### src/design/bbr_pkg.sv
// constants and register layout for the bridge bus-number and io-window register bank
//
// Contract
// RULE_01: primary tenure register, bits 15:8, read-write, reset zero, loads primary master timer.
// RULE_02: layout-kind field, bits 23:16, read-only, always reads 01h.
// RULE_03: upstream bus index, bits 7:0, read-write, reset zero, set by software.
// RULE_04: downstream bus index, bits 15:8, read-write, reset zero, set by software.
// RULE_05: highest bus index, bits 23:16, read-write, reset zero, set by software.
// RULE_06: secondary tenure register, bits 31:24, read-write, reset zero, clocks from secondary frame.
// RULE_07: secondary tenure zero and grant removed: end after first data phase, except MWI.
// RULE_08: io window low/high bytes, low nibbles read-only, return 1 for 32-bit io.
// RULE_09: io window low nibble bits 7:4, reset zero, gives bound bits 15:12; 11:0 zero.
// RULE_10: io window high nibble bits 15:12 gives bound bits 15:12; 11:0 all ones.
// RULE_11: io bounds steer forwarding; bits 31:16 come from separate upper-half registers.
// RULE_12: address inside window when lower bound <= address <= upper bound, 32-bit compare.
package bbr_pkg;

  ////////////////////////////////////////////////////////////////////////////
  // bus geometry
  localparam int          ADDR_W        = 8;
  localparam int          DATA_W        = 32;

  ////////////////////////////////////////////////////////////////////////////
  // register byte offsets
  localparam logic [7:0]  OFS_LAT_HDR   = 8'h0C;
  localparam logic [7:0]  OFS_BUS_NUM   = 8'h18;
  localparam logic [7:0]  OFS_IO_WIN    = 8'h1C;
  localparam logic [7:0]  OFS_IO_UPPER  = 8'h30;
  localparam logic [7:0]  OFS_STATUS    = 8'h40;

  ////////////////////////////////////////////////////////////////////////////
  // field positions (low bit of each field)
  localparam int          POS_PRIM_LAT  = 8;
  localparam int          POS_LAYOUT    = 16;
  localparam int          POS_UP_BUS    = 0;
  localparam int          POS_DOWN_BUS  = 8;
  localparam int          POS_HIGH_BUS  = 16;
  localparam int          POS_SEC_LAT   = 24;
  localparam int          POS_IOLO_CAP  = 0;
  localparam int          POS_IOLO_NIB  = 4;
  localparam int          POS_IOHI_CAP  = 8;
  localparam int          POS_IOHI_NIB  = 12;
  localparam int          POS_IOLO_UP   = 0;
  localparam int          POS_IOHI_UP   = 16;

  ////////////////////////////////////////////////////////////////////////////
  // reset and fixed values
  localparam logic [7:0]  RST_BYTE      = 8'h00;
  localparam logic [3:0]  RST_NIB       = 4'h0;
  localparam logic [15:0] RST_UPPER     = 16'h0000;
  localparam logic [7:0]  LAYOUT_KIND   = 8'h01;
  localparam logic [3:0]  IO_CAP_32     = 4'h1;
  localparam logic [11:0] IO_LOW_FILL   = 12'h000;
  localparam logic [11:0] IO_HIGH_FILL  = 12'hFFF;
  localparam logic [7:0]  TENURE_ZERO   = 8'h00;

endpackage : bbr_pkg

### src/design/bbr_tenure_timer.sv
// master tenure timer: loaded at frame assertion, counts pci clocks down to expiry
`timescale 1ns/1ps
module bbr_tenure_timer
  import bbr_pkg::*;
(
  // clock and reset
  input  wire logic       pclk,
  input  wire logic       presetn,
  // control
  input  wire logic [7:0] load_val,
  input  wire logic       frame_start,
  input  wire logic       master_active,
  // state
  output logic      [7:0] count_q,
  output logic            expired_q
);

  logic [7:0] count_d;
  logic       expired_d;
  wire        at_zero   = (count_q == TENURE_ZERO);
  wire        last_tick = (count_q == 8'h01);

  // a new frame always reloads, even if the last tenure never ended
  assign count_d   = frame_start ? load_val :
                     (master_active && !at_zero) ? count_q - 8'h01 : count_q;
  assign expired_d = frame_start ? (load_val == TENURE_ZERO) :
                     !master_active ? 1'b0 :
                     (expired_q || last_tick);

  always_ff @(posedge pclk or negedge presetn) begin
    if (!presetn) begin
      count_q   <= TENURE_ZERO;
      expired_q <= 1'b0;
    end else begin
      count_q   <= count_d;
      expired_q <= expired_d;
    end
  end

endmodule // bbr_tenure_timer

### src/design/bbr_io_window.sv
// io forwarding window hit check, registered
`timescale 1ns/1ps
module bbr_io_window
  import bbr_pkg::*;
(
  // clock and reset
  input  wire logic        pclk,
  input  wire logic        presetn,
  // bounds
  input  wire logic [31:0] low_bound,
  input  wire logic [31:0] high_bound,
  // lookup
  input  wire logic        io_req_valid,
  input  wire logic [31:0] io_req_addr,
  output logic             io_hit_valid_q,
  output logic             io_hit_q
);

  // inclusive at both ends; an inverted window never hits
  wire in_window = (io_req_addr >= low_bound) && (io_req_addr <= high_bound); // [RULE_12]

  always_ff @(posedge pclk or negedge presetn) begin
    if (!presetn) begin
      io_hit_valid_q <= 1'b0;
      io_hit_q       <= 1'b0;
    end else begin
      io_hit_valid_q <= io_req_valid;
      io_hit_q       <= io_req_valid && in_window;
    end
  end

endmodule // bbr_io_window

### src/design/bbr_regs.sv
// bridge bus-number, tenure and io-window register bank with apb slave and tenure control
//
// The APB interface to the registers was decided locally.
`timescale 1ns/1ps
module bbr_regs
  import bbr_pkg::*;
(
  // apb clock and reset
  input  wire logic              pclk,
  input  wire logic              presetn,
  // apb slave
  input  wire logic              psel,
  input  wire logic              penable,
  input  wire logic              pwrite,
  input  wire logic [ADDR_W-1:0] paddr,
  input  wire logic [DATA_W-1:0] pwdata,
  input  wire logic [3:0]        pstrb,
  output logic      [DATA_W-1:0] prdata,
  output logic                   pready,
  output logic                   pslverr,
  // primary master side
  input  wire logic              p_frame_start,
  input  wire logic              p_master_active,
  output logic                   p_tenure_expired,
  // secondary master side
  input  wire logic              s_frame_start,
  input  wire logic              s_master_active,
  input  wire logic              s_gnt_n,
  input  wire logic              s_cmd_mwi,
  input  wire logic              s_first_data_done,
  output logic                   s_tenure_expired,
  output logic                   s_end_now,
  // io forwarding lookup
  input  wire logic              io_req_valid,
  input  wire logic [31:0]       io_req_addr,
  output logic                   io_hit_valid,
  output logic                   io_fwd_hit,
  // bus numbers for the forwarding logic
  output logic [7:0]             up_bus_index,
  output logic [7:0]             down_bus_index,
  output logic [7:0]             highest_bus_index
);

  ////////////////////////////////////////////////////////////////////////////
  // helpers

  // merge one byte lane of a write under its strobe
  function automatic logic [7:0] lane_merge(input logic [7:0] old_v, input logic [DATA_W-1:0] wdata,
                                            input logic [3:0] strb, input int lane);
    logic [7:0] new_v;
    new_v = wdata[lane*8 +: 8];
    return strb[lane] ? new_v : old_v;
  endfunction

  // same for a writable upper nibble of a lane
  function automatic logic [3:0] nib_merge(input logic [3:0] old_v, input logic [DATA_W-1:0] wdata,
                                           input logic [3:0] strb, input int lane);
    logic [3:0] new_v;
    new_v = wdata[lane*8+4 +: 4];
    return strb[lane] ? new_v : old_v;
  endfunction

  ////////////////////////////////////////////////////////////////////////////
  // state

  logic [7:0]        prim_lat_q;
  logic [7:0]        up_bus_q;
  logic [7:0]        down_bus_q;
  logic [7:0]        high_bus_q;
  logic [7:0]        sec_lat_q;
  logic [3:0]        io_lo_nib_q;
  logic [3:0]        io_hi_nib_q;
  logic [15:0]       io_lo_up_q;
  logic [15:0]       io_hi_up_q;
  logic [DATA_W-1:0] prdata_q;
  logic              pslverr_q;
  logic              s_end_q;

  logic [7:0]        prim_lat_d;
  logic [7:0]        up_bus_d;
  logic [7:0]        down_bus_d;
  logic [7:0]        high_bus_d;
  logic [7:0]        sec_lat_d;
  logic [3:0]        io_lo_nib_d;
  logic [3:0]        io_hi_nib_d;
  logic [15:0]       io_lo_up_d;
  logic [15:0]       io_hi_up_d;
  logic              s_end_d;

  logic [7:0]        p_count;
  logic [7:0]        s_count;
  logic              p_expired;
  logic              s_expired;
  logic [31:0]       io_lo_bound;
  logic [31:0]       io_hi_bound;

  ////////////////////////////////////////////////////////////////////////////
  // apb decode

  // read data is fetched in the setup cycle so it can come from flops in the access cycle
  wire setup_phase  = psel && !penable;
  wire access_phase = psel && penable;

  wire hit_lat_hdr  = (paddr == OFS_LAT_HDR);
  wire hit_bus_num  = (paddr == OFS_BUS_NUM);
  wire hit_io_win   = (paddr == OFS_IO_WIN);
  wire hit_io_upper = (paddr == OFS_IO_UPPER);
  wire hit_status   = (paddr == OFS_STATUS);
  wire addr_mapped  = hit_lat_hdr || hit_bus_num || hit_io_win || hit_io_upper || hit_status;

  // status is read-only; a write there is refused like an unmapped one
  wire addr_bad     = !addr_mapped || (pwrite && hit_status);
  wire wr_ok        = access_phase && pwrite && !addr_bad;

  wire wr_lat_hdr   = wr_ok && hit_lat_hdr;
  wire wr_bus_num   = wr_ok && hit_bus_num;
  wire wr_io_win    = wr_ok && hit_io_win;
  wire wr_io_upper  = wr_ok && hit_io_upper;

  ////////////////////////////////////////////////////////////////////////////
  // read words

  wire [DATA_W-1:0] rd_lat_hdr;
  wire [DATA_W-1:0] rd_bus_num;
  wire [DATA_W-1:0] rd_io_win;
  wire [DATA_W-1:0] rd_io_upper;
  wire [DATA_W-1:0] rd_status;
  wire [DATA_W-1:0] rd_word;

  // cache line size and self-test bytes live elsewhere; they read as zero here
  assign rd_lat_hdr  = {8'h00, LAYOUT_KIND, prim_lat_q, 8'h00};         // [RULE_01] [RULE_02]
  assign rd_bus_num  = {sec_lat_q, high_bus_q, down_bus_q, up_bus_q};     // [RULE_03] [RULE_04] [RULE_05] [RULE_06]
  // upper half of this word is the secondary status block, not kept here
  assign rd_io_win   = {16'h0000, io_hi_nib_q, IO_CAP_32, io_lo_nib_q, IO_CAP_32}; // [RULE_08]
  assign rd_io_upper = {io_hi_up_q, io_lo_up_q};
  assign rd_status   = {20'h00000, s_end_q, s_expired, p_expired, (io_lo_bound <= io_hi_bound), s_count};

  assign rd_word     = hit_lat_hdr  ? rd_lat_hdr  :
                       hit_bus_num  ? rd_bus_num  :
                       hit_io_win   ? rd_io_win   :
                       hit_io_upper ? rd_io_upper :
                       hit_status   ? rd_status   : 32'h00000000;

  ////////////////////////////////////////////////////////////////////////////
  // next register values

  assign prim_lat_d  = wr_lat_hdr  ? lane_merge(prim_lat_q, pwdata, pstrb, 1) : prim_lat_q;  // [RULE_01]
  assign up_bus_d    = wr_bus_num  ? lane_merge(up_bus_q, pwdata, pstrb, 0)   : up_bus_q;    // [RULE_03]
  assign down_bus_d  = wr_bus_num  ? lane_merge(down_bus_q, pwdata, pstrb, 1) : down_bus_q;  // [RULE_04]
  assign high_bus_d  = wr_bus_num  ? lane_merge(high_bus_q, pwdata, pstrb, 2) : high_bus_q;  // [RULE_05]
  assign sec_lat_d   = wr_bus_num  ? lane_merge(sec_lat_q, pwdata, pstrb, 3)  : sec_lat_q;   // [RULE_06]
  // the capability nibbles are never stored, so a write to them has no effect
  assign io_lo_nib_d = wr_io_win   ? nib_merge(io_lo_nib_q, pwdata, pstrb, 0) : io_lo_nib_q; // [RULE_09]
  assign io_hi_nib_d = wr_io_win   ? nib_merge(io_hi_nib_q, pwdata, pstrb, 1) : io_hi_nib_q; // [RULE_10]
  assign io_lo_up_d  = wr_io_upper ? {lane_merge(io_lo_up_q[15:8], pwdata, pstrb, 1),
                                      lane_merge(io_lo_up_q[7:0], pwdata, pstrb, 0)} : io_lo_up_q;
  assign io_hi_up_d  = wr_io_upper ? {lane_merge(io_hi_up_q[15:8], pwdata, pstrb, 3),
                                      lane_merge(io_hi_up_q[7:0], pwdata, pstrb, 2)} : io_hi_up_q;

  ////////////////////////////////////////////////////////////////////////////
  // register storage

  always_ff @(posedge pclk or negedge presetn) begin
    if (!presetn) begin
      prim_lat_q  <= RST_BYTE;
      up_bus_q    <= RST_BYTE;
      down_bus_q  <= RST_BYTE;
      high_bus_q  <= RST_BYTE;
      sec_lat_q   <= RST_BYTE;
      io_lo_nib_q <= RST_NIB;
      io_hi_nib_q <= RST_NIB;
      io_lo_up_q  <= RST_UPPER;
      io_hi_up_q  <= RST_UPPER;
    end else begin
      prim_lat_q  <= prim_lat_d;
      up_bus_q    <= up_bus_d;
      down_bus_q  <= down_bus_d;
      high_bus_q  <= high_bus_d;
      sec_lat_q   <= sec_lat_d;
      io_lo_nib_q <= io_lo_nib_d;
      io_hi_nib_q <= io_hi_nib_d;
      io_lo_up_q  <= io_lo_up_d;
      io_hi_up_q  <= io_hi_up_d;
    end
  end

  ////////////////////////////////////////////////////////////////////////////
  // apb answer: zero wait states, data and error captured in setup

  always_ff @(posedge pclk or negedge presetn) begin
    if (!presetn) begin
      prdata_q  <= 32'h00000000;
      pslverr_q <= 1'b0;
    end else if (setup_phase) begin
      prdata_q  <= pwrite ? 32'h00000000 : rd_word;
      pslverr_q <= addr_bad;
    end
  end

  assign prdata  = prdata_q;
  assign pready  = 1'b1;
  assign pslverr = access_phase && pslverr_q;

  ////////////////////////////////////////////////////////////////////////////
  // master tenure timers

  bbr_tenure_timer u_prim_timer (
    .pclk          (pclk),
    .presetn       (presetn),
    .load_val      (prim_lat_q),
    .frame_start   (p_frame_start),
    .master_active (p_master_active),
    .count_q       (p_count),
    .expired_q     (p_expired)
  ); // [RULE_01]

  bbr_tenure_timer u_sec_timer (
    .pclk          (pclk),
    .presetn       (presetn),
    .load_val      (sec_lat_q),
    .frame_start   (s_frame_start),
    .master_active (s_master_active),
    .count_q       (s_count),
    .expired_q     (s_expired)
  ); // [RULE_06]

  ////////////////////////////////////////////////////////////////////////////
  // secondary early termination

  // zero tenure plus lost grant: stop once the first data phase is done; mwi keeps its line
  assign s_end_d = s_master_active && !s_frame_start && (sec_lat_q == TENURE_ZERO) &&
                   s_gnt_n && !s_cmd_mwi && s_first_data_done; // [RULE_07]

  always_ff @(posedge pclk or negedge presetn) begin
    if (!presetn) begin
      s_end_q <= 1'b0;
    end else begin
      s_end_q <= s_end_d;
    end
  end

  ////////////////////////////////////////////////////////////////////////////
  // io forwarding window

  assign io_lo_bound = {io_lo_up_q, io_lo_nib_q, IO_LOW_FILL};  // [RULE_09] [RULE_11]
  assign io_hi_bound = {io_hi_up_q, io_hi_nib_q, IO_HIGH_FILL}; // [RULE_10] [RULE_11]

  bbr_io_window u_io_window (
    .pclk           (pclk),
    .presetn        (presetn),
    .low_bound      (io_lo_bound),
    .high_bound     (io_hi_bound),
    .io_req_valid   (io_req_valid),
    .io_req_addr    (io_req_addr),
    .io_hit_valid_q (io_hit_valid),
    .io_hit_q       (io_fwd_hit)
  ); // [RULE_11] [RULE_12]

  ////////////////////////////////////////////////////////////////////////////
  // outputs

  assign p_tenure_expired  = p_expired;
  assign s_tenure_expired  = s_expired;
  assign s_end_now         = s_end_q;
  assign up_bus_index      = up_bus_q;
  assign down_bus_index    = down_bus_q;
  assign highest_bus_index = high_bus_q;

endmodule // bbr_regs

### config.mk
export PLATFORM = sky130hd
export DESIGN_NAME = bbr_regs
export DESIGN_NICKNAME = d
export VERILOG_FILES = /design/src/design/bbr_pkg.sv /design/src/design/bbr_tenure_timer.sv /design/src/design/bbr_io_window.sv /design/src/design/bbr_regs.sv
export SDC_FILE = /design/constraint.sdc
export NUM_CORES = 1
export LEC_CHECK = 0
export BUFFER_PORTS_ARGS = -buffer_cell sky130_fd_sc_hd__buf_2
export CAP_MARGIN = 0
export CORE_AREA = 2 2 125 127
export DETAILED_ROUTE_END_ITERATION = 16
export DIE_AREA = 0 0 127 129
export PLACE_DENSITY = 0.76
export SYNTH_ARGS = -nofsm -noshare
export SYNTH_HDL_FRONTEND = slang
export SYNTH_SLANG_ARGS = --single-unit
### constraint.sdc
create_clock -name pclk -period 2.06 [get_ports pclk]
set_clock_uncertainty 0.15 [all_clocks]
set_input_delay 0.103 -clock pclk [delete_from_list [all_inputs] [get_ports pclk]]
set_output_delay 0.103 -clock pclk [all_outputs]
set_load 0.01 [all_outputs]
==> qor.txt, run 1 <==
Io pins: 152
Core area: 0.0150 mm^2
Via count: 6638
Leading post-synthesis cells by cell area: dfrtp_1, mux2_2, ha_1, o21ai_0, nand2_1
Max Freq: 0.483 GHz
Yosys warnings: 0
Synthesized cell area: 0.00744 mm^2
Hpwl dp: 16800 um
Slowest stage delay, CP: 0.36 ns
Antenna violation net count after detailed routing: 0
Worst min path class: in -> reg
WL met1: 9470 um
Final Hold Viols: 0
Maximum VDD drop: 0.000553 V
Type of the worst setup path: reg -> reg
Sw Ratio: 0.277
DP Worst Slack: -0.120 ns
Endpoints failing setup: 1
DR pass1 iterations: 6
CP endpoint kind: register
P per Cell Area: 722 mW/mm^2
EDFF count, synth: 0
Crit path buf inv count: 1
Synthesized Nets: 845
CTS tree: built
Clock Sinks: 134
Largest delay contributor family on the critical path: compound AO/OA/AOI/OAI gates
Clk slew on worst S/H paths: 0.06 ns
Mapped Cells: 691
Fin worst setup slack: -0.0110 ns
Area occupied by multi-input gates: 0.00393 mm^2
Worst r2r src: io_hi_nib_q[1]
Final net count: 1101
Initial antenna violation count: 0
Failing checks: setup timing
Share of the synthesized area in the top cell type: 0.451
Post-Route WL: 22600 um
FF-to-FF setup slack: -0.01 ns
Crit Path Max Fanout: 3
Max capacitance violation total: 0
Clk root buf: clkbuf_16
R2R Path End: prdata[8]
Worst Hold Endpoint: u_io_window.io_hit_q
Yosys cell types: 61
Worst setup path start: io_hi_nib_q[1]
H-tree levels: 4
Critical path launch point type: register
Vias/cell: 5.79
CTS Buffer Depth: 2
# fillers: 1128
Comb pwr share: 0.196
Max Slew Vio Count: 0
Worst-path cell chain: inv_1, ha_1, a41oi_1, o41ai_2, o2111ai_1, a311oi_1, o21ai_1
Hold path start: io_req_addr[1]
Syn Area/Cell: 10.8 um^2
Initial Util: 0.497
Total track usage: 0.282
Chip height: 129 um
Clk Latency, worst-skew pair: 0.42 ns
Initial DRC count: 427
Hold path depth: 6
Die Footprint: 0.0164 mm^2
Worst reg-to-reg path cell count: 7
Met3 wire len: 1280 um
Period utilisation layout: 1.01
Share of layout cells above drive strength 1: 0.379
Register Area: 0.00335 mm^2
Final Wtd Congestion: 0.971
Top Metal Used: met4
RSZ-0062 raised after global routing: true
Cell row count: 45
Num CTS Buffers: 17
Dominant cell type by area after synthesis: dfrtp_1
Dominant synthesized flop cell: dfrtp_1
Slowest CP cell: dfrtp_1
Req. time, crit path: 2.22 ns
Number of flip-flops under the largest register name: 32
Largest net degree at the start of global routing: 47
Met2 Wirelength: 11000 um
Register area share after synthesis: 0.451
WP data arrival: 2.23 ns
Global-route wire length before repair: 34800 um
Residual DRC: 0
Synthesis-to-finish area growth: 35.0%
Die Wd: 127 um
Leakage: 4.98 nW
Sw Pwr: 2.01 mW
Internal power: 5.24 mW
Drt wl/cell: 19.7 um
Ys async rst share: 1.00
Overflow after GRT: 0
Final Power: 7.25 mW
Sequential share of power: 0.399
Run status: finished, violations left
Clock power frac: 0.405
#FFs+latches synth: 134
Fin crit period: 2.07 ns
Vias in the first global route: 6564
Port Buffers: 150
[cells in the final DEF (no fill, tap or decap), types with 8 or more instances in the layout]
cell type and n:
nand2_1 63, nand3_1 11, xor2_1 8, o21ai_1 9, buf_2 149, mux2_2 80
a22oi_1 15, ha_1 62, a21o_1 13, a21oi_1 21, clkbuf_16 17, dlygate4sd3_1 44
a221oi_1 8, dfrtp_1 133, nand4_1 10, buf_4 62, nor2_1 18, inv_1 44
o21ai_0 49, nor4_1 10
[how the worst max path moves through the flow]
| stage | endpoint | depth (start not counted) | slack (ns) |
|---|---|---|---|
| after global routing | prdata[8] | 9 | -0.09 |
| after CTS | u_io_window.io_hit_q | 8 | 0.002 |
| final | prdata[8] | 7 | -0.01 |
| after global placement | u_io_window.io_hit_q | 8 | -0.10 |
| after floorplan | u_io_window.io_hit_q | 8 | 0.04 |
| after detailed placement | u_io_window.io_hit_q | 8 | -0.12 |
[routing by layer]
metal | global-route usage | vias up
met3 | 0.0511 | 54
met1 | 0.363 | 3264
met5 | 0 | -
met2 | 0.468 | 269
met4 | 0.130 | 0
li1 | - | 3051
[power groups by stage]
stage	registers, mW	clock network, mW	logic, mW
finish	2.89	2.94	1.42
global route	2.91	3.08	1.58
CTS	2.89	2.95	1.29
detailed placement	2.93	0	1.20
global placement	2.92	0	1.16
floorplan	2.92	0	0.717
[cells in the mapped netlist, drive strengths merged, types with 6 or more instances]
cell,number
xor2,8
buf,15
ha,65
clkbuf,11
nand2,65
nand3,17
a22oi,15
nor4,12
o21ai,58
a21oi,21
a21o,13
xnor2,6
nand4,10
and3,9
dfrtp,134
nor3,10
a221oi,8
mux2,80
a211oi,7
nor2,21
inv,47
[layout make-up]
cell class | instances | share of cell area
Multi-Input combinational cell | 485 | 0.391
Sequential cell | 134 | 0.334
Timing Repair Buffer | 262 | 0.178
Clock buffer | 20 | 0.0455
Tap cell | 188 | 0.0234
Inverter | 47 | 0.0176
Clock inverter | 10 | 0.0106
Antenna cell | 1 | 0.000249
[worst min-delay path: cells and delay by family]
kind,cells,cell delay [ns]
AOI/OAI and AO/OA,1,0.06
buffers and inverters,2,0.24
and+or+nand+nor,3,0.16
[through the flow]
step	instance area, um^2	cells	hold slack, ns	utilization	setup TNS [ns]
2_1_floorplan	7440	691	-0.343	-	0
3_3_place_gp	8840	1064	-0.0834	0.590	-0.108
3_5_place_dp	8840	1064	-0.0808	0.590	-0.161
4_1_cts	9880	1138	0.00110	0.660	0
5_1_grt	10000	1146	0.0300	0.670	-0.316
6_report	10000	1147	0.0230	0.671	-0.0110
[repair_timing]
action | CTS | global route
setup endpoints to repair | 3 | 10
hold buffers | 44 | 0
hold endpoints to repair | 238 | 0
setup buffers | 0 | 7
cloned | 0 | 1
pin swaps | 5 | 21
resized for setup | 8 | 25
[cells by family (layout without fill, tap and decap cells)]
kind of cell    after synthesis  count (layout)  synth area share
buf+inv                      73             339            0.0405
other cells                   1               2          0.000504
xor+xnor                     14              14            0.0165
mux                          85              85             0.128
simple gates                169             169             0.123
fa+ha+maj                    65              65             0.109
flops                       134             134             0.451
compound gates              150             151             0.131
No activity file was read; power rests on OpenSTA's default activity.
==> run 2, diff against run 1 <==
BUFFER_PORTS_ARGS = -buffer_cell sky130_fd_sc_hd__clkbuf_2   (was -buffer_cell sky130_fd_sc_hd__buf_2)
CORE_AREA = 2 2 123 125   (was 2 2 125 127)
CTS_BUF_LIST = sky130_fd_sc_hd__clkbuf_4 sky130_fd_sc_hd__clkbuf_8   (was unset)
DIE_AREA = 0 0 125 127   (was 0 0 127 129)
GPL_ROUTABILITY_DRIVEN = 0   (was unset)
PLACE_DENSITY = 0.78   (was 0.76)
==> run 2 against run 1 <==
The run now ends clean. Non-clock buffer count grew 18. Clock power fell by 17%. First-iteration DRC count is 22% higher. Critical path depth fell by 1. Clock-buffer cell count shrank 2. Power down 6.9%. Hold slack better by 0.044 ns. Sequential share of layout area decreased by 0.16 points.
==> qor.txt, run 2 (synthesized netlist as in run 1, its figures left out) <==
CP endpoint kind: register
Fin Setup TNS: 0 ns (+0.0110 ns)
CTS tree: built
Type of the worst setup path: reg -> reg
Max Slew Vio Count: 0 (unchanged)
H-tree levels: 4 (unchanged)
Dpl cells: 1062 (-0.19%)
Final Power: 6.75 mW (-6.9%)
Hpwl dp: 16600 um (-0.69%)
Die Footprint: 0.0159 mm^2 (-3.1%)
Num CTS Buffers: 17 (unchanged)
Die Wd: 125 um (-1.6%)
Max Freq: 0.488 GHz (+0.97%)
Req. time, crit path: 2.24 ns (+0.02 ns)
Largest delay contributor family on the critical path: simple AND/OR/NAND/NOR gates
Clk slew on worst S/H paths: 0.08 ns (+0.02 ns)
Number of flip-flops under the largest register name: 32 (unchanged)
Initial antenna violation count: 1 (+1)
Largest net degree at the start of global routing: 42 (-11%)
RSZ-0062 raised after global routing: true
Total track usage: 0.299 (+0.0169)
Worst min path class: in -> reg
Worst setup path start: u_sec_timer.count_q[3]
Endpoints failing setup: 0 (-1)
Post-Route WL: 23500 um (+4.1%)
WP data arrival: 2.23 ns (about the same)
Hold path start: penable
Leakage: 4.95 nW (-0.58%)
Clock power frac: 0.363 (-0.042)
Sequential share of power: 0.427 (+0.028)
Overflow after GRT: 0 (unchanged)
Initial DRC count: 522 (+22%)
Sw Pwr: 1.98 mW (-1.3%)
Initial Util: 0.516 (+0.0190)
Io pins: 152 (unchanged)
Crit Path Max Fanout: 9 (+6)
Internal power: 4.77 mW (-9.1%)
Cell area after layout: 0.0101 mm^2 (+0.44%)
Final net count: 1118 (+1.5%)
Period utilisation layout: 0.996 (-0.00971)
Final Util: 0.699 (+0.0287)
Clock Sinks: 134 (unchanged)
P per Cell Area: 669 mW/mm^2 (-7.3%)
Critical path launch point type: register
Slowest CP cell: or4_4
Drt wl/cell: 20.2 um (+2.8%)
Commonest non-fill, non-tap cell in the layout: clkbuf_2
Clk root buf: clkbuf_8
Crit path buf inv count: 0 (-1)
Max capacitance violation total: 0 (unchanged)
Cell row count: 44 (-2.2%)
Maximum VDD drop: 0.000618 V (+12%)
Residual DRC: 0 (unchanged)
Sw Ratio: 0.294 (+0.0168)
Chip height: 127 um (-1.6%)
Comb pwr share: 0.210 (+0.014)
Via count: 6887 (+3.8%)
DP Worst Slack: -0.186 ns (-0.0655 ns)
Vias in the first global route: 6955 (+6.0%)
Global-route wire length before repair: 36800 um (+5.5%)
Slowest stage delay, CP: 0.57 ns (+0.21 ns)
Final Hold Viols: 0 (unchanged)
Run status: finished clean
Antenna violation net count after detailed routing: 0 (unchanged)
DR pass1 iterations: 5 (-1)
Core area: 0.0144 mm^2 (-3.7%)
Synthesis-to-finish area growth: 35.6%
Share of layout cells above drive strength 1: 0.374 (-0.00532)
Vias/cell: 5.93 (+2.5%)
Port Buffers: 150 (unchanged)
CTS Buffer Depth: 2 (unchanged)
Fin worst setup slack: 0.00904 ns (+0.0200 ns)
Worst-path cell chain: or4_4, nor3_4, a21boi_4, nand4b_1, xor2_1, o21ai_1
Most frequent cells in the layout: clkbuf_2, dfrtp_1, mux2_2
Worst r2r src: u_sec_timer.count_q[3]
Clk Latency, worst-skew pair: 0.46 ns (+0.04 ns)
Antenna cell count: 0 (-1)
Non-filler cells in the finished layout: 1161 (+1.2%)
Fin crit period: 2.05 ns (-0.0200 ns)
Dpl cell area: 0.00882 mm^2 (-0.21%)
Hold WS: 0.0673 ns (+0.0443 ns)
[run 2: changes by cell type in the layout (fill, tap and decap cells not counted), moves of 3 or more]
cell,change
clkinv_2,-6
clkinv_4,+4
o21ai_1,-6
clkbuf_8,+15
nand3_1,+3
nand3_2,-4
dlygate4sd3_1,+17
buf_2,-149
clkbuf_2,+149
o21ai_0,+6
clkinvlp_4,+3
clkbuf_16,-17
[run 2: repair_timing]
item / 4_1_cts / 5_1_grt
setup buffers: 1 / 5
hold buffers: 62 / 0
pin swaps: 11 / 7
hold endpoints to repair: 238 / 0
setup endpoints to repair: 3 / 6
gates resized for setup: 14 / 16
[run 2: metal layers]
| layer | GRT usage | vias to the layer above | wire (um) |
|---|---|---|---|
| met2 | 0.502 | 347 | 11500 |
| li1 | - | 3085 | - |
| met3 | 0.0649 | 72 | 1590 |
| met1 | 0.370 | 3381 | 9280 |
| met5 | 0 | - | 19 |
| met4 | 0.144 | 2 | 1090 |
[run 2: worst paths after layout]
path | end | slack [ns] | depth (start not counted)
max | u_sec_timer.count_q[5] | 0.009 | 6
min | prdata[8] | 0.07 | 5
max reg2reg | u_sec_timer.count_q[5] | 0.009 | 6
min reg2reg | prdata[26] | 0.33 | 2
max in group asynchronous | io_hi_up_q[12] | 0.79 | 4
min in group asynchronous | u_prim_timer.count_q[1] | 0.45 | 3
[run 2: tightest hold or removal path, stage by stage]
cell      delay [ns]
clkbuf_2        0.10
nand2b_1        0.20
nor2_1          0.08
o21ai_0         0.09
o21ai_1         0.06
[run 2: layout make-up]
class                      instances  area (um^2)
sequential                       134         3350
tap                              184          230
clock buffer                      18          241
inverter                          47          176
timing repair buffer             280         1960
clock inverter                    14          203
multi-input combinational        484         3930
fill                            1038         4340
[run 2: power by group through the flow]
stage / Clock, mW / Sequential [mW] / Combinational, mW
2_1_floorplan: 0 / 2.92 / 0.717
3_3_place_gp: 0 / 2.92 / 1.16
3_5_place_dp: 0 / 2.93 / 1.18
4_1_cts: 2.47 / 2.88 / 1.32
5_1_grt: 2.60 / 2.90 / 1.57
6_report: 2.45 / 2.88 / 1.41
==> run 3, diff against run 2 <==
RECOVER_POWER = 50   (was unset)
==> run 3 against run 2 <==
Utilization fell by 0.71 points. Combinational power barely moved. Critical path depth rose by 2. Die area did not move. Non-clock buffer count did not move. Sequential power barely moved. First-iteration DRC count rose by 1.7%. Maximum frequency fell by 0.22%. Clock power barely moved. Highest routed layer unchanged. Clock-buffer cell count did not move.
==> qor.txt, run 3 (synthesized netlist as in run 1, its figures left out) <==
Hold path start: penable
Post-Route WL: 23500 um (-0.12%)
Antenna cell count: 0 (unchanged)
Residual DRC: 0 (unchanged)
Drt wl/cell: 20.2 um (-0.12%)
Initial DRC count: 531 (+1.7%)
Chip height: 127 um (unchanged)
Maximum VDD drop: 0.000611 V (-1.1%)
CP endpoint kind: register
Core area: 0.0144 mm^2 (unchanged)
Crit Path Max Fanout: 2 (-7)
Vias/cell: 5.90 (-0.51%)
Clk root buf: clkbuf_8
Clock Sinks: 134 (unchanged)
Fin worst setup slack: 0.00455 ns (-0.00449 ns)
Num CTS Buffers: 17 (unchanged)
Slew of the pin with the lowest slew margin: 0.808 ns
Antenna violation net count after detailed routing: 0 (unchanged)
Area occupied by multi-input gates: 0.00393 mm^2 (unchanged)
Worst r2r src: io_hi_up_q[3]
Crit path depth: 8 (+2)
Worst Hold Endpoint: prdata[8]
Most frequent cells in the layout: dfrtp_1, clkbuf_2, mux2_2
CTS tree: built
RSZ-0062 raised after global routing: true
Share of layout cells above drive strength 1: 0.329 (-0.0450)
Clk slew on worst S/H paths: 0.08 ns (about the same)
Max Slew Vio Count: 0 (unchanged)
DR pass1 iterations: 5 (unchanged)
Clk Latency, worst-skew pair: 0.46 ns (about the same)
Slew headroom: 0.461
Max Freq: 0.487 GHz (-0.22%)
Number of flip-flops under the largest register name: 32 (unchanged)
Hpwl dp: 16600 um (unchanged)
Die Wd: 125 um (unchanged)
Type of the worst setup path: reg -> reg
Synthesis-to-finish area growth: 34.2%
Req. time, crit path: 2.26 ns (+0.02 ns)
WP data arrival: 2.25 ns (+0.02 ns)
Worst reg-to-reg path cell count: 8 (+2)
Slowest CP cell: o41ai_2
H-tree levels: 4 (unchanged)
Worst-path cell chain: inv_2, buf_6, ha_4, nand2_2, o41ai_2, o2111ai_2, a311oi_2, o21ai_1
Max capacitance violation total: 0 (unchanged)
CTS Buffer Depth: 2 (unchanged)
Register Area: 0.00335 mm^2 (unchanged)
Crit path buf inv count: 2 (+2)
Die Footprint: 0.0159 mm^2 (unchanged)
DP Worst Slack: -0.186 ns (unchanged)
Cell row count: 44 (unchanged)
Cell area after layout: 0.00998 mm^2 (-1.0%)
Period utilisation layout: 0.998 (+0.00218)
Final net count: 1118 (unchanged)
Leakage: 4.78 nW (-3.4%)
Slowest stage delay, CP: 0.37 ns (-0.20 ns)
P per Cell Area: 675 mW/mm^2 (+0.83%)
Hold path depth: 5 (unchanged)
FF-to-FF setup slack: 0.005 ns (about the same)
Overflow after GRT: 0 (unchanged)
Initial antenna violation count: 1 (unchanged)
Global-route wire length before repair: 36800 um (unchanged)
Critical path launch point type: register
# fillers: 1074 (+3.5%)
Port Buffers: 150 (unchanged)
Worst min path class: in -> reg
Fin Setup TNS: 0 ns (unchanged)
Largest net degree at the start of global routing: 42 (unchanged)
Vias in the first global route: 6955 (unchanged)
Commonest non-fill, non-tap cell in the layout: dfrtp_1
Via count: 6852 (-0.51%)
Io pins: 152 (unchanged)
Hold WS: 0.0567 ns (-0.0106 ns)
Dpl cell area: 0.00882 mm^2 (unchanged)
Fin crit period: 2.06 ns (+0.00449 ns)
Total track usage: 0.299 (unchanged)
Final Hold Viols: 0 (unchanged)
Initial Util: 0.516 (unchanged)
R2R Path End: prdata[8]
Run status: finished clean
Endpoints failing setup: 0 (unchanged)
Largest delay contributor family on the critical path: compound AO/OA/AOI/OAI gates
-- run 3: cell types whose count changed in the layout (fill, tap and decap cells not counted), sizes merged --
cell	change
buf	-6
clkbuf	+6
-- run 3: metrics by stage --
stage	instances	power, mW	utilization
detailed placement	1062	4.11	0.611
global route	1161	7.06	0.692
global placement	1062	4.08	0.611
finish	1161	6.74	0.692
floorplan	691	3.64	-
CTS	1156	6.68	0.691
-- run 3: what timing repair did --
action,CTS,global route
hold endpoints to repair,238,0
endpoints found under the setup margin,3,6
gates resized for setup,14,16
setup buffers,1,5
hold buffers,62,0
pin swaps,11,7
-- run 3: final cells by class --
type / instances / area share
Timing Repair Buffer: 280 / 0.186
Clock inverter: 14 / 0.0203
Inverter: 47 / 0.0177
Tap cell: 184 / 0.0231
Clock buffer: 18 / 0.0242
Sequential cell: 134 / 0.336
Multi-Input combinational cell: 484 / 0.393
-- run 3: power breakdown --
| part | internal [mW] | leakage (nW) | switching [mW] | total [mW] |
|---|---|---|---|---|
| Clock | 1.34 | 0.209 | 1.11 | 2.45 |
| Sequential | 2.76 | 1.85 | 0.120 | 2.88 |
| Combinational | 0.650 | 2.72 | 0.748 | 1.40 |
-- run 3: layer usage --
metal / share of wire / track usage / up-vias
met4: 0.050 / 0.144 / 2
li1: - / - / 3089
met2: 0.48 / 0.502 / 309
met1: 0.40 / 0.370 / 3361
met3: 0.061 / 0.0649 / 91
met5: 0.0020 / 0 / -
-- run 3: worst max-delay path by stage --
stage                        from                    to  slack, ns
detailed placement  io_hi_up_q[2]  u_io_window.io_hit_q      -0.19
floorplan           io_hi_up_q[2]  u_io_window.io_hit_q       0.04
global placement    io_hi_up_q[2]  u_io_window.io_hit_q      -0.09
finish              io_hi_up_q[3]             prdata[8]      0.005
CTS                 io_hi_up_q[2]  u_io_window.io_hit_q       0.02
global route        io_hi_up_q[3]             prdata[8]       -0.1
-- run 3: worst min-delay path: stages --
cell      delay (ns)
clkbuf_2        0.10
nand2b_1        0.20
nor2_1          0.08
o21ai_0         0.08
o21ai_1         0.06
